==> config.mk <==
export PLATFORM = sky130hd
export DESIGN_NAME = ssp_spi_port
export DESIGN_NICKNAME = d
export VERILOG_FILES = /design/src/logic/ssp_pkg.sv /design/src/logic/ssp_spi_port.sv /design/src/logic/ssp_sync2.sv
export SDC_FILE = /design/constraint.sdc
export NUM_CORES = 1
export LEC_CHECK = 0
export BUFFER_PORTS_ARGS = -buffer_cell sky130_fd_sc_hd__buf_2
export CORE_MARGIN = 5
export CORE_UTILIZATION = 25
export DETAILED_ROUTE_END_ITERATION = 10
export HOLD_SLACK_MARGIN = 0.02
export SYNTH_ARGS = -nofsm -noshare
export SYNTH_HDL_FRONTEND = slang
export SYNTH_SLANG_ARGS = --single-unit
==> constraint.sdc <==
create_clock -name clk_in -period 2.65 [get_ports clk_in]
set_clock_uncertainty 0.1 [all_clocks]
set_input_delay 0.53 -clock clk_in [delete_from_list [all_inputs] [get_ports clk_in]]
set_output_delay 0.53 -clock clk_in [all_outputs]
set_load 0.02 [all_outputs]
==> src/logic/ssp_pkg.sv <==
/*
 * Shared constants of the serial port unit in its SPI mode: mode field
 * codes, status field positions, reset values and clock divider counts.
 * Assumes the system clock is the unit's oscillator clock.
 */
package ssp_pkg;

	// ------------------------------------------------------------------
	// Mode field codes
	// ------------------------------------------------------------------
	localparam logic [3:0] MODE_DIV4     = 4'h0;
	localparam logic [3:0] MODE_DIV16    = 4'h1;
	localparam logic [3:0] MODE_DIV64    = 4'h2;
	localparam logic [3:0] MODE_TIMER    = 4'h3;
	localparam logic [3:0] MODE_SLV_SS   = 4'h4;
	localparam logic [3:0] MODE_SLV_FREE = 4'h5;
	localparam logic [3:0] MODE_RELOAD   = 4'hA;

	// ------------------------------------------------------------------
	// Status register layout and reset values
	// ------------------------------------------------------------------
	localparam int         STAT_SMP_POS = 7;
	localparam int         STAT_CKE_POS = 6;
	localparam int         STAT_BF_POS  = 0;
	localparam logic       SMP_RESET    = 1'b0;
	localparam logic       CKE_RESET    = 1'b0;
	localparam logic [7:0] BYTE_RESET   = 8'h00;

	// ------------------------------------------------------------------
	// Bit timing
	// ------------------------------------------------------------------
	localparam logic [3:0] BITS_PER_BYTE = 4'h8;
	// Half-edges of SCK per byte; the extra count closes the last half bit
	localparam logic [4:0] EDGES_PER_BYTE = 5'h10;
	// SCK half periods in system clocks for the fixed divider rates
	localparam logic [9:0] HALF_DIV4  = 10'h002;
	localparam logic [9:0] HALF_DIV16 = 10'h008;
	localparam logic [9:0] HALF_DIV64 = 10'h020;

endpackage : ssp_pkg

==> src/logic/ssp_spi_port.sv <==
/*
 * SPI mode of the serial port unit: shift register, receive buffer,
 * status flags, master SCK generation and slave shifting from SCK.
 * Assumes software strobes arrive as one-cycle pulses on clk_in and that
 * the pins SCK, SDI and SS come from outside and are synchronised here.
 */
`timescale 1ns/1ps
module ssp_spi_port
	import ssp_pkg::*;
(
	input  wire logic       clk_in,
	input  wire logic       rst_in,
	// Control register one fields
	input  wire logic       port_enable_bit_in,
	input  wire logic       clock_idle_polarity_in,
	input  wire logic [3:0] port_mode_field_in,
	input  wire logic       write_collision_clear_in,
	input  wire logic       receive_overflow_clear_in,
	// Control register three field
	input  wire logic       buffer_overwrite_enable_in,
	input  wire logic [7:0] rate_reload_value_in,
	// Status register access
	input  wire logic       status_wr_in,
	input  wire logic [7:0] status_wdata_in,
	output logic      [7:0] port_status_reg_out,
	// Data buffer access
	input  wire logic       buffer_wr_in,
	input  wire logic [7:0] buffer_wdata_in,
	input  wire logic       buffer_rd_in,
	output logic      [7:0] data_buffer_out,
	// Flags
	output logic            buffer_full_flag_out,
	output logic            write_collision_flag_out,
	output logic            receive_overflow_flag_out,
	output logic            transfer_irq_flag_out,
	input  wire logic       transfer_irq_clear_in,
	output logic            busy_out,
	// Period timer tick, same clock domain
	input  wire logic       period_timer_tick_in,
	// Pins
	input  wire logic       serial_clock_pin_in,
	output logic            serial_clock_pin_out,
	output logic            serial_clock_pin_oe_out,
	input  wire logic       sdi_in,
	output logic            sdo_out,
	output logic            sdo_oe_out,
	input  wire logic       ss_n_in
);

	// ------------------------------------------------------------------
	// Pin synchronisers and mode decode
	// ------------------------------------------------------------------
	logic [2:0] pins_s;
	logic       sck_s;
	logic       sdi_s;
	logic       ss_n_s;

	ssp_sync2 #(
		.WIDTH (3)
	) u_pin_sync (
		.clk_in   (clk_in),
		.rst_in   (rst_in),
		.async_in ({serial_clock_pin_in, sdi_in, ss_n_in}),
		.sync_out (pins_s)
	);

	assign sck_s  = pins_s[2];
	assign sdi_s  = pins_s[1];
	assign ss_n_s = pins_s[0];

	logic en;
	logic is_master;
	logic is_slave;
	logic ss_ctl;

	assign en        = port_enable_bit_in;
	assign is_master = (port_mode_field_in[3:2] == 2'b00) ||
	                   (port_mode_field_in == MODE_RELOAD);
	assign is_slave  = (port_mode_field_in[3:1] == MODE_SLV_SS[3:1]);
	assign ss_ctl    = (port_mode_field_in == MODE_SLV_SS);

	// ------------------------------------------------------------------
	// State
	// ------------------------------------------------------------------
	typedef enum logic [1:0] {
		M_IDLE = 2'b01,
		M_RUN  = 2'b10
	} ssp_mstate_t;

	ssp_mstate_t mstate_q, mstate_d;
	logic [7:0]  sr_q, sr_d;
	logic [7:0]  buf_q, buf_d;
	logic        bf_q, bf_d;
	logic        write_collision_flag_q, write_collision_flag_d;
	logic        ovf_q, ovf_d;
	logic        irq_q, irq_d;
	logic        smp_q, smp_d;
	logic        cke_q, cke_d;
	logic        sdo_q, sdo_d;
	logic        phase_q, phase_d;
	logic [4:0]  edge_q, edge_d;
	logic [3:0]  cnt_q, cnt_d;
	logic [9:0]  div_q, div_d;
	logic        sck_prev_q, sck_prev_d;
	logic        ss_prev_q, ss_prev_d;
	logic        pend_samp_q, pend_samp_d;
	logic        pend_outg_q, pend_outg_d;

	// ------------------------------------------------------------------
	// Next-state logic
	// ------------------------------------------------------------------
	logic [9:0] half_len;
	logic       tick;
	logic       busy;
	logic       wr_ok;
	logic       samp;
	logic       outg;
	logic       samp_nom;
	logic       samp_shift;
	logic       rx_done;
	logic [7:0] sr_n;
	logic       lead;
	logic       trail;
	logic       sel;

	always_comb begin
		case (port_mode_field_in)
			MODE_DIV16:  half_len = HALF_DIV16;
			MODE_DIV64:  half_len = HALF_DIV64;
			MODE_RELOAD: half_len = {1'b0, rate_reload_value_in, 1'b0} +
			                        HALF_DIV4;
			default:     half_len = HALF_DIV4;
		endcase
	end

	// Timer mode toggles SCK once per tick, giving half the timer rate
	assign tick = (port_mode_field_in == MODE_TIMER) ? period_timer_tick_in
	              : (div_q == half_len - 10'h001);
	assign busy = en && (is_master ? (mstate_q == M_RUN || pend_samp_q ||
	                                  pend_outg_q)
	                               : (cnt_q != 4'h0));
	assign sel  = !ss_ctl || !ss_n_s;

	always_comb begin
		mstate_d   = mstate_q;
		sr_d       = sr_q;
		buf_d      = buf_q;
		bf_d       = bf_q;
		write_collision_flag_d     = write_collision_flag_q;
		ovf_d      = ovf_q;
		irq_d      = irq_q;
		smp_d      = smp_q;
		cke_d      = cke_q;
		sdo_d      = sdo_q;
		phase_d    = phase_q;
		edge_d     = edge_q;
		cnt_d      = cnt_q;
		div_d      = div_q;
		sck_prev_d = sck_s;
		ss_prev_d  = ss_n_s;
		pend_samp_d = 1'b0;
		pend_outg_d = 1'b0;
		rx_done    = 1'b0;
		samp       = 1'b0;
		outg       = 1'b0;
		samp_nom   = 1'b0;
		samp_shift = 1'b0;
		lead       = 1'b0;
		trail      = 1'b0;
		sr_n       = sr_q;

		// Only the sampling phase and edge select take a write
		if (status_wr_in) begin
			smp_d = status_wdata_in[STAT_SMP_POS];
			cke_d = status_wdata_in[STAT_CKE_POS];
		end

		// Clears first so that a same-cycle hardware set wins
		if (write_collision_clear_in)
			write_collision_flag_d = 1'b0;
		if (receive_overflow_clear_in)
			ovf_d = 1'b0;
		if (transfer_irq_clear_in)
			irq_d = 1'b0;
		if (buffer_rd_in)
			bf_d = 1'b0;

		wr_ok = buffer_wr_in && !busy && !write_collision_flag_q &&
		        (buffer_overwrite_enable_in || !bf_q);
		if (buffer_wr_in && busy)
			write_collision_flag_d = 1'b1;

		if (!en) begin
			mstate_d = M_IDLE;
			cnt_d    = 4'h0;
			edge_d   = 5'h00;
			div_d    = 10'h000;
			phase_d  = 1'b0;
		end else if (is_master) begin
			// SDI keeps being sampled even if SDO is unused
			if (pend_samp_q) begin
				sr_n  = {sr_q[6:0], sdi_s};
				sr_d  = sr_n;
				cnt_d = cnt_q + 4'h1;
				if (cnt_q == BITS_PER_BYTE - 4'h1) begin
					rx_done = 1'b1;
					cnt_d   = 4'h0;
				end
			end
			if (pend_outg_q)
				sdo_d = sr_n[7];
			if (mstate_q == M_IDLE) begin
				div_d   = 10'h000;
				phase_d = 1'b0;
				if (wr_ok) begin
					mstate_d = M_RUN;
					edge_d   = 5'h00;
					cnt_d    = 4'h0;
				end
			end else begin
				div_d = tick ? 10'h000 : div_q + 10'h001;
				if (tick) begin
					// Even half-edges leave idle, odd ones return to it
					samp_nom   = cke_q ? !edge_q[0] : edge_q[0];
					samp_shift = (cke_q ? edge_q[0] : !edge_q[0]) &&
					             (edge_q != 5'h00);
					samp = (smp_q ? samp_shift
					       : (samp_nom && edge_q < EDGES_PER_BYTE)) &&
					       (cnt_q < BITS_PER_BYTE);
					outg = (cke_q ? edge_q[0] : !edge_q[0]) &&
					       (edge_q < EDGES_PER_BYTE);
					if (edge_q < EDGES_PER_BYTE)
						phase_d = !phase_q;
					// Act a cycle late: synchronised SDI lags SCK at Fosc/4
					pend_samp_d = samp;
					pend_outg_d = outg;
					if (edge_q == EDGES_PER_BYTE)
						mstate_d = M_IDLE;
					edge_d = edge_q + 5'h01;
				end
			end
		end else if (is_slave) begin
			mstate_d = M_IDLE;
			lead  = (sck_s != clock_idle_polarity_in) &&
			        (sck_prev_q == clock_idle_polarity_in);
			trail = (sck_s == clock_idle_polarity_in) &&
			        (sck_prev_q != clock_idle_polarity_in);
			samp  = cke_q ? lead : trail;
			outg  = cke_q ? trail : lead;
			if (ss_ctl && ss_n_s) begin
				cnt_d = 4'h0;
			end else if (sel) begin
				// Shifts on SCK edges seen through the synchroniser on clk_in; no sleep gating exists
				if (samp) begin
					sr_n  = {sr_q[6:0], sdi_s};
					sr_d  = sr_n;
					cnt_d = cnt_q + 4'h1;
					if (cnt_q == BITS_PER_BYTE - 4'h1) begin
						rx_done = 1'b1;
						cnt_d   = 4'h0;
					end
				end
				if (outg)
					sdo_d = sr_n[7];
				// Select edge presents the MSB before any SCK edge
				if (ss_ctl && ss_prev_q && !ss_n_s)
					sdo_d = sr_q[7];
			end
		end

		if (wr_ok) begin
			buf_d = buffer_wdata_in;
			sr_d  = buffer_wdata_in;
			sdo_d = buffer_wdata_in[7];
		end

		if (rx_done) begin
			irq_d = 1'b1;
			if (bf_q && !buffer_rd_in && !buffer_overwrite_enable_in) begin
				ovf_d = 1'b1;
			end else begin
				buf_d = sr_n;
				bf_d  = 1'b1;
			end
		end
	end

	// ------------------------------------------------------------------
	// Registers
	// ------------------------------------------------------------------
	always_ff @(posedge clk_in) begin
		if (rst_in) begin
			mstate_q   <= M_IDLE;
			sr_q       <= BYTE_RESET;
			buf_q      <= BYTE_RESET;
			bf_q       <= 1'b0;
			write_collision_flag_q     <= 1'b0;
			ovf_q      <= 1'b0;
			irq_q      <= 1'b0;
			smp_q      <= SMP_RESET;
			cke_q      <= CKE_RESET;
			sdo_q      <= 1'b0;
			phase_q    <= 1'b0;
			edge_q     <= 5'h00;
			cnt_q      <= 4'h0;
			div_q      <= 10'h000;
			sck_prev_q <= 1'b0;
			ss_prev_q  <= 1'b1;
			pend_samp_q <= 1'b0;
			pend_outg_q <= 1'b0;
		end else begin
			mstate_q   <= mstate_d;
			sr_q       <= sr_d;
			buf_q      <= buf_d;
			bf_q       <= bf_d;
			write_collision_flag_q     <= write_collision_flag_d;
			ovf_q      <= ovf_d;
			irq_q      <= irq_d;
			smp_q      <= smp_d;
			cke_q      <= cke_d;
			sdo_q      <= sdo_d;
			phase_q    <= phase_d;
			edge_q     <= edge_d;
			cnt_q      <= cnt_d;
			div_q      <= div_d;
			sck_prev_q <= sck_prev_d;
			ss_prev_q  <= ss_prev_d;
			pend_samp_q <= pend_samp_d;
			pend_outg_q <= pend_outg_d;
		end
	end

	// ------------------------------------------------------------------
	// Outputs
	// ------------------------------------------------------------------
	always_comb begin
		port_status_reg_out               = 8'h00;
		port_status_reg_out[STAT_SMP_POS] = smp_q;
		port_status_reg_out[STAT_CKE_POS] = cke_q;
		port_status_reg_out[STAT_BF_POS]  = bf_q;
	end

	assign data_buffer_out           = buf_q;
	assign buffer_full_flag_out      = bf_q;
	assign write_collision_flag_out  = write_collision_flag_q;
	assign receive_overflow_flag_out = ovf_q;
	assign transfer_irq_flag_out     = irq_q;
	assign busy_out                  = busy;

	// SCK rests at the idle polarity; phase only flips during a byte
	assign serial_clock_pin_out    = clock_idle_polarity_in ^ phase_q;
	assign serial_clock_pin_oe_out = en && is_master;
	assign sdo_out                 = sdo_q;
	// High SS releases SDO two clocks after the pin, through the synchroniser, mid-byte included
	assign sdo_oe_out = en && (is_master || (is_slave && sel));

endmodule : ssp_spi_port

==> src/logic/ssp_sync2.sv <==
/*
 * Two flip-flop synchroniser for a group of unrelated level inputs.
 * Assumes each bit is independent; no bus coherence is implied.
 */
`timescale 1ns/1ps
module ssp_sync2 #(
	parameter int WIDTH = 1
) (
	input  wire logic             clk_in,
	input  wire logic             rst_in,
	input  wire logic [WIDTH-1:0] async_in,
	output logic      [WIDTH-1:0] sync_out
);

	logic [WIDTH-1:0] meta_q;
	logic [WIDTH-1:0] meta_d;
	logic [WIDTH-1:0] sync_q;
	logic [WIDTH-1:0] sync_d;

	always_comb begin
		meta_d = async_in;
		sync_d = meta_q;
	end

	always_ff @(posedge clk_in) begin
		if (rst_in) begin
			meta_q <= '0;
			sync_q <= '0;
		end else begin
			meta_q <= meta_d;
			sync_q <= sync_d;
		end
	end

	assign sync_out = sync_q;

endmodule : ssp_sync2

==> impl_results.md <==
- Status: finished, final reports clean
- Setup violations, final: 0
- Period Utilization, post-route: 100%
- Maximum clock frequency: 0.377 GHz
- Clock power frac: 34.3%
- Hold Buf Count CTS: 0
- Antenna violations before repair: 0
- CTS tree: yes
- Leak Pwr: 2.00 nW
- Io pins: 68
- Hold crit path type: in -> reg
- Sequential Power Share: 44.1%
- Clock sinks: 55
- Cell Area, Placed: 0.00435 mm²
- Layout filler cell count: 1438
- Combinational Power Share: 21.5%
- Max Root-Sink Buffers: 2
- Fraction of layout cells with a size suffix above 1: 40.8%
- Max_cap viols: 0
- Cell Pwr Density: 404 mW/mm²
- CP Launch Type: input port
- Post-synth cell types: 75
- Internal Power: 1.41 mW
- Post-route minimum period: 2650 ps
- Crit Path Category: in -> reg
- DP Wirelength: 7060 µm
- Arr. time, crit path: 2730 ps
- Vias per inst: 4.70
- Vias: 3288
- Count leader, synth: dfxtp_1
- Antenna Cells: 0
- Rows: 43
- GR met2 Demand/Resource: 18.7%
- First-pass GRT wire length: 15500 µm
- Met1 Use GR: 14.6%
- Post-synth EDFFs: 0
- 1st-iter DRT viols: 167
- Starting density of the core: 25.5%
- Routed WL: 9200 µm
- Fin. Hold Viols: 0
- Chip height: 129 µm
- Final Util: 35.1%
- Tot GR Track Use: 10.9%
- Clock transition at the registers of the reported paths: 70 ps
- Unrepaired setup endpoints after global routing: true
- Vias in the first global route: 3323
- DR pass1 iterations: 6
- Inst Count DP: 684
- Antenna viol nets, final: 0
- Root Buffer: clkbuf_16
- Most used DFF post-synth: dfxtp_1
- Cells after Synth: 416
- Slew margin rel.: 59.1%
- Ranking of synthesized cells by area: dfxtp_1 31%, nand2_1 5.2%, xor2_1 4.0%
- Global-route track usage on met3: 2.24%
- Most used routing layer: met2
- CTS Buf Count: 5
- Chip width: 129 µm
- DRC: 0
- Synth cell count leaders: 55 x dfxtp_1, 49 x nand2_1, 28 x nor2_1
- Wire length per cell: 13.2 µm
- Max FO, Critical Path: 6
- Yosys top cell area share: 31.1%
- Total die area: 0.0166 mm²
- Synth warnings: 0
- Tot Pwr: 1.97 mW
- Slew Viols, Final: 0
- Sw Share: 28.4%
- Htree depth: 2
- Worst slew pin tran: 613 ps
- Post-synthesis cell area: 0.00354 mm²
- Syn_area_per_cell: 8.50 µm²
- I/O Buffers: 56
- Nets: 568
- Synth area leader: dfxtp_1
- P&R area growth vs syn: 37.8%
- Seq/Total Area, Yosys: 31.1%
- Async S/R FF share, synth: 0%
- Clk_lat worst skew: 290 ps
- Worst Setup End Kind: flip-flop
- Core footprint: 0.0139 mm²
- Fin cells: 699
- Worst endpoint required time: 2730 ps
- Psw: 0.559 mW
- Largest net degree at the start of global routing: 32
- #FFs+latches synth: 55
- Maximum vdd drop: 0.295 mV
- Final Cell Area: 0.00487 mm²
- Grt total ovfl: 0
- Place WS: -466 ps
- Placer Congestion: 0.849
- Post-route setup slack: 0.489 ps
[stage by stage]
step / TNS (ps) / hold slack (ps)
final: 0 / 345
after global routing: -1410 / 351
after CTS: 0 / 346
after detailed placement: -10430 / 333
after global placement: -8690 / 321
after floorplan: -1360 / 314
[area by class of cell]
cell class,instances,area (µm²),share of cell area [%]
flip-flops and latches,55,1100,22.6
clock buffers,5,125,2.57
well taps,180,225,4.62
clock inverters,3,26.3,0.539
repair buffers,118,786,16.1
inverters,11,41.3,0.847
multi-input cells,327,2570,52.7
[layer usage]
| layer | vias to the layer above | part of all wire (%) |
|---|---|---|
| met1 | 1514 | 46 |
| met5 | - | 0 |
| met4 | 0 | 0 |
| met3 | 0 | 6.4 |
| met2 | 92 | 47 |
| li1 | 1682 | - |
[power by group through the flow]
| stage | clock, mW | sequential [mW] | combinational [mW] |
|---|---|---|---|
| after global routing | 0.736 | 0.874 | 0.466 |
| after detailed placement | 0 | 0.889 | 0.368 |
| after CTS | 0.699 | 0.870 | 0.395 |
| final | 0.676 | 0.869 | 0.424 |
| after global placement | 0 | 0.888 | 0.362 |
| after floorplan | 0 | 0.896 | 0.231 |
[worst max-delay path, cell delays in order]
cell      delay, ps
buf_2           230
nand3_4         140
or3_1           390
a21oi_2         180
xnor2_1         170
nor4b_4         280
a311oi_4         60
buf_4           170
o211ai_4        210
buf_4           170
nand3_2          70
mux2i_1         120
[cells in the final DEF (no fill, tap or decap), types with 3 or more instances in the layout]
master and count:
o21ai_0 15, nand3_2 6, nand4_1 7, a21oi_2 3
buf_2 52, dfxtp_1 55, and3_1 7, inv_1 11
mux2i_1 12, ha_1 5, a31o_2 4, or2_2 6
inv_6 3, mux2_2 5, xor2_1 15, or3_1 6
a31oi_1 3, a21oi_1 22, nor2_2 3, nor3_2 10
nor2_1 25, xnor2_1 10, conb_1 5, buf_6 6
a311oi_1 3, a211oi_1 5, nor3_1 8, nand2_1 47
clkbuf_16 5, buf_4 59, nand2b_1 6, nand3_1 4
nor2b_1 12
[registers in the layout, indices dropped and copies added (netlist names)]
register	count
div_q	10
data_buffer_out	8
sr_q	8
edge_q	5
cnt_q	4
u_pin_sync.meta_q	3
u_pin_sync.sync_out	3
mstate_q	2
buffer_full_flag_out	1
cke_q	1
pend_outg_q	1
pend_samp_q	1
phase_q	1
receive_overflow_flag_out	1
sck_prev_q	1
sdo_out	1
smp_q	1
ss_prev_q	1
transfer_irq_flag_out	1
write_collision_flag_out	1
[final timing paths]
check	slack, ps	end	from	depth (start not counted)
max reg2reg	200	edge_q[4]	pend_samp_q	10
min	340	u_pin_sync.meta_q[1]	sdi_in	2
max	0.5	edge_q[4]	rate_reload_value_in[2]	12
min reg2reg	350	u_pin_sync.sync_out[1]	u_pin_sync.meta_q[1]	1
[cell families after synthesis]
logic type      after synthesis  share of synthesized area [%]
simple gates                178                           29.0
compound gates               91                           18.3
flops                        55                           31.1
buf+inv                      38                           6.33
xor+xnor                     29                           7.61
mux                          17                           4.99
fa+ha+maj                     7                           2.48
other cells                   1                          0.106
[timing repair]
item / 4_1_cts / 5_1_grt
endpoints found under the hold margin: 0 / 0
setup buffers: 3 / 4
pin swaps: 14 / 20
gates resized for setup: 28 / 36
endpoints found under the setup margin: 21 / 30
Power figures use the tool's default switching activity.
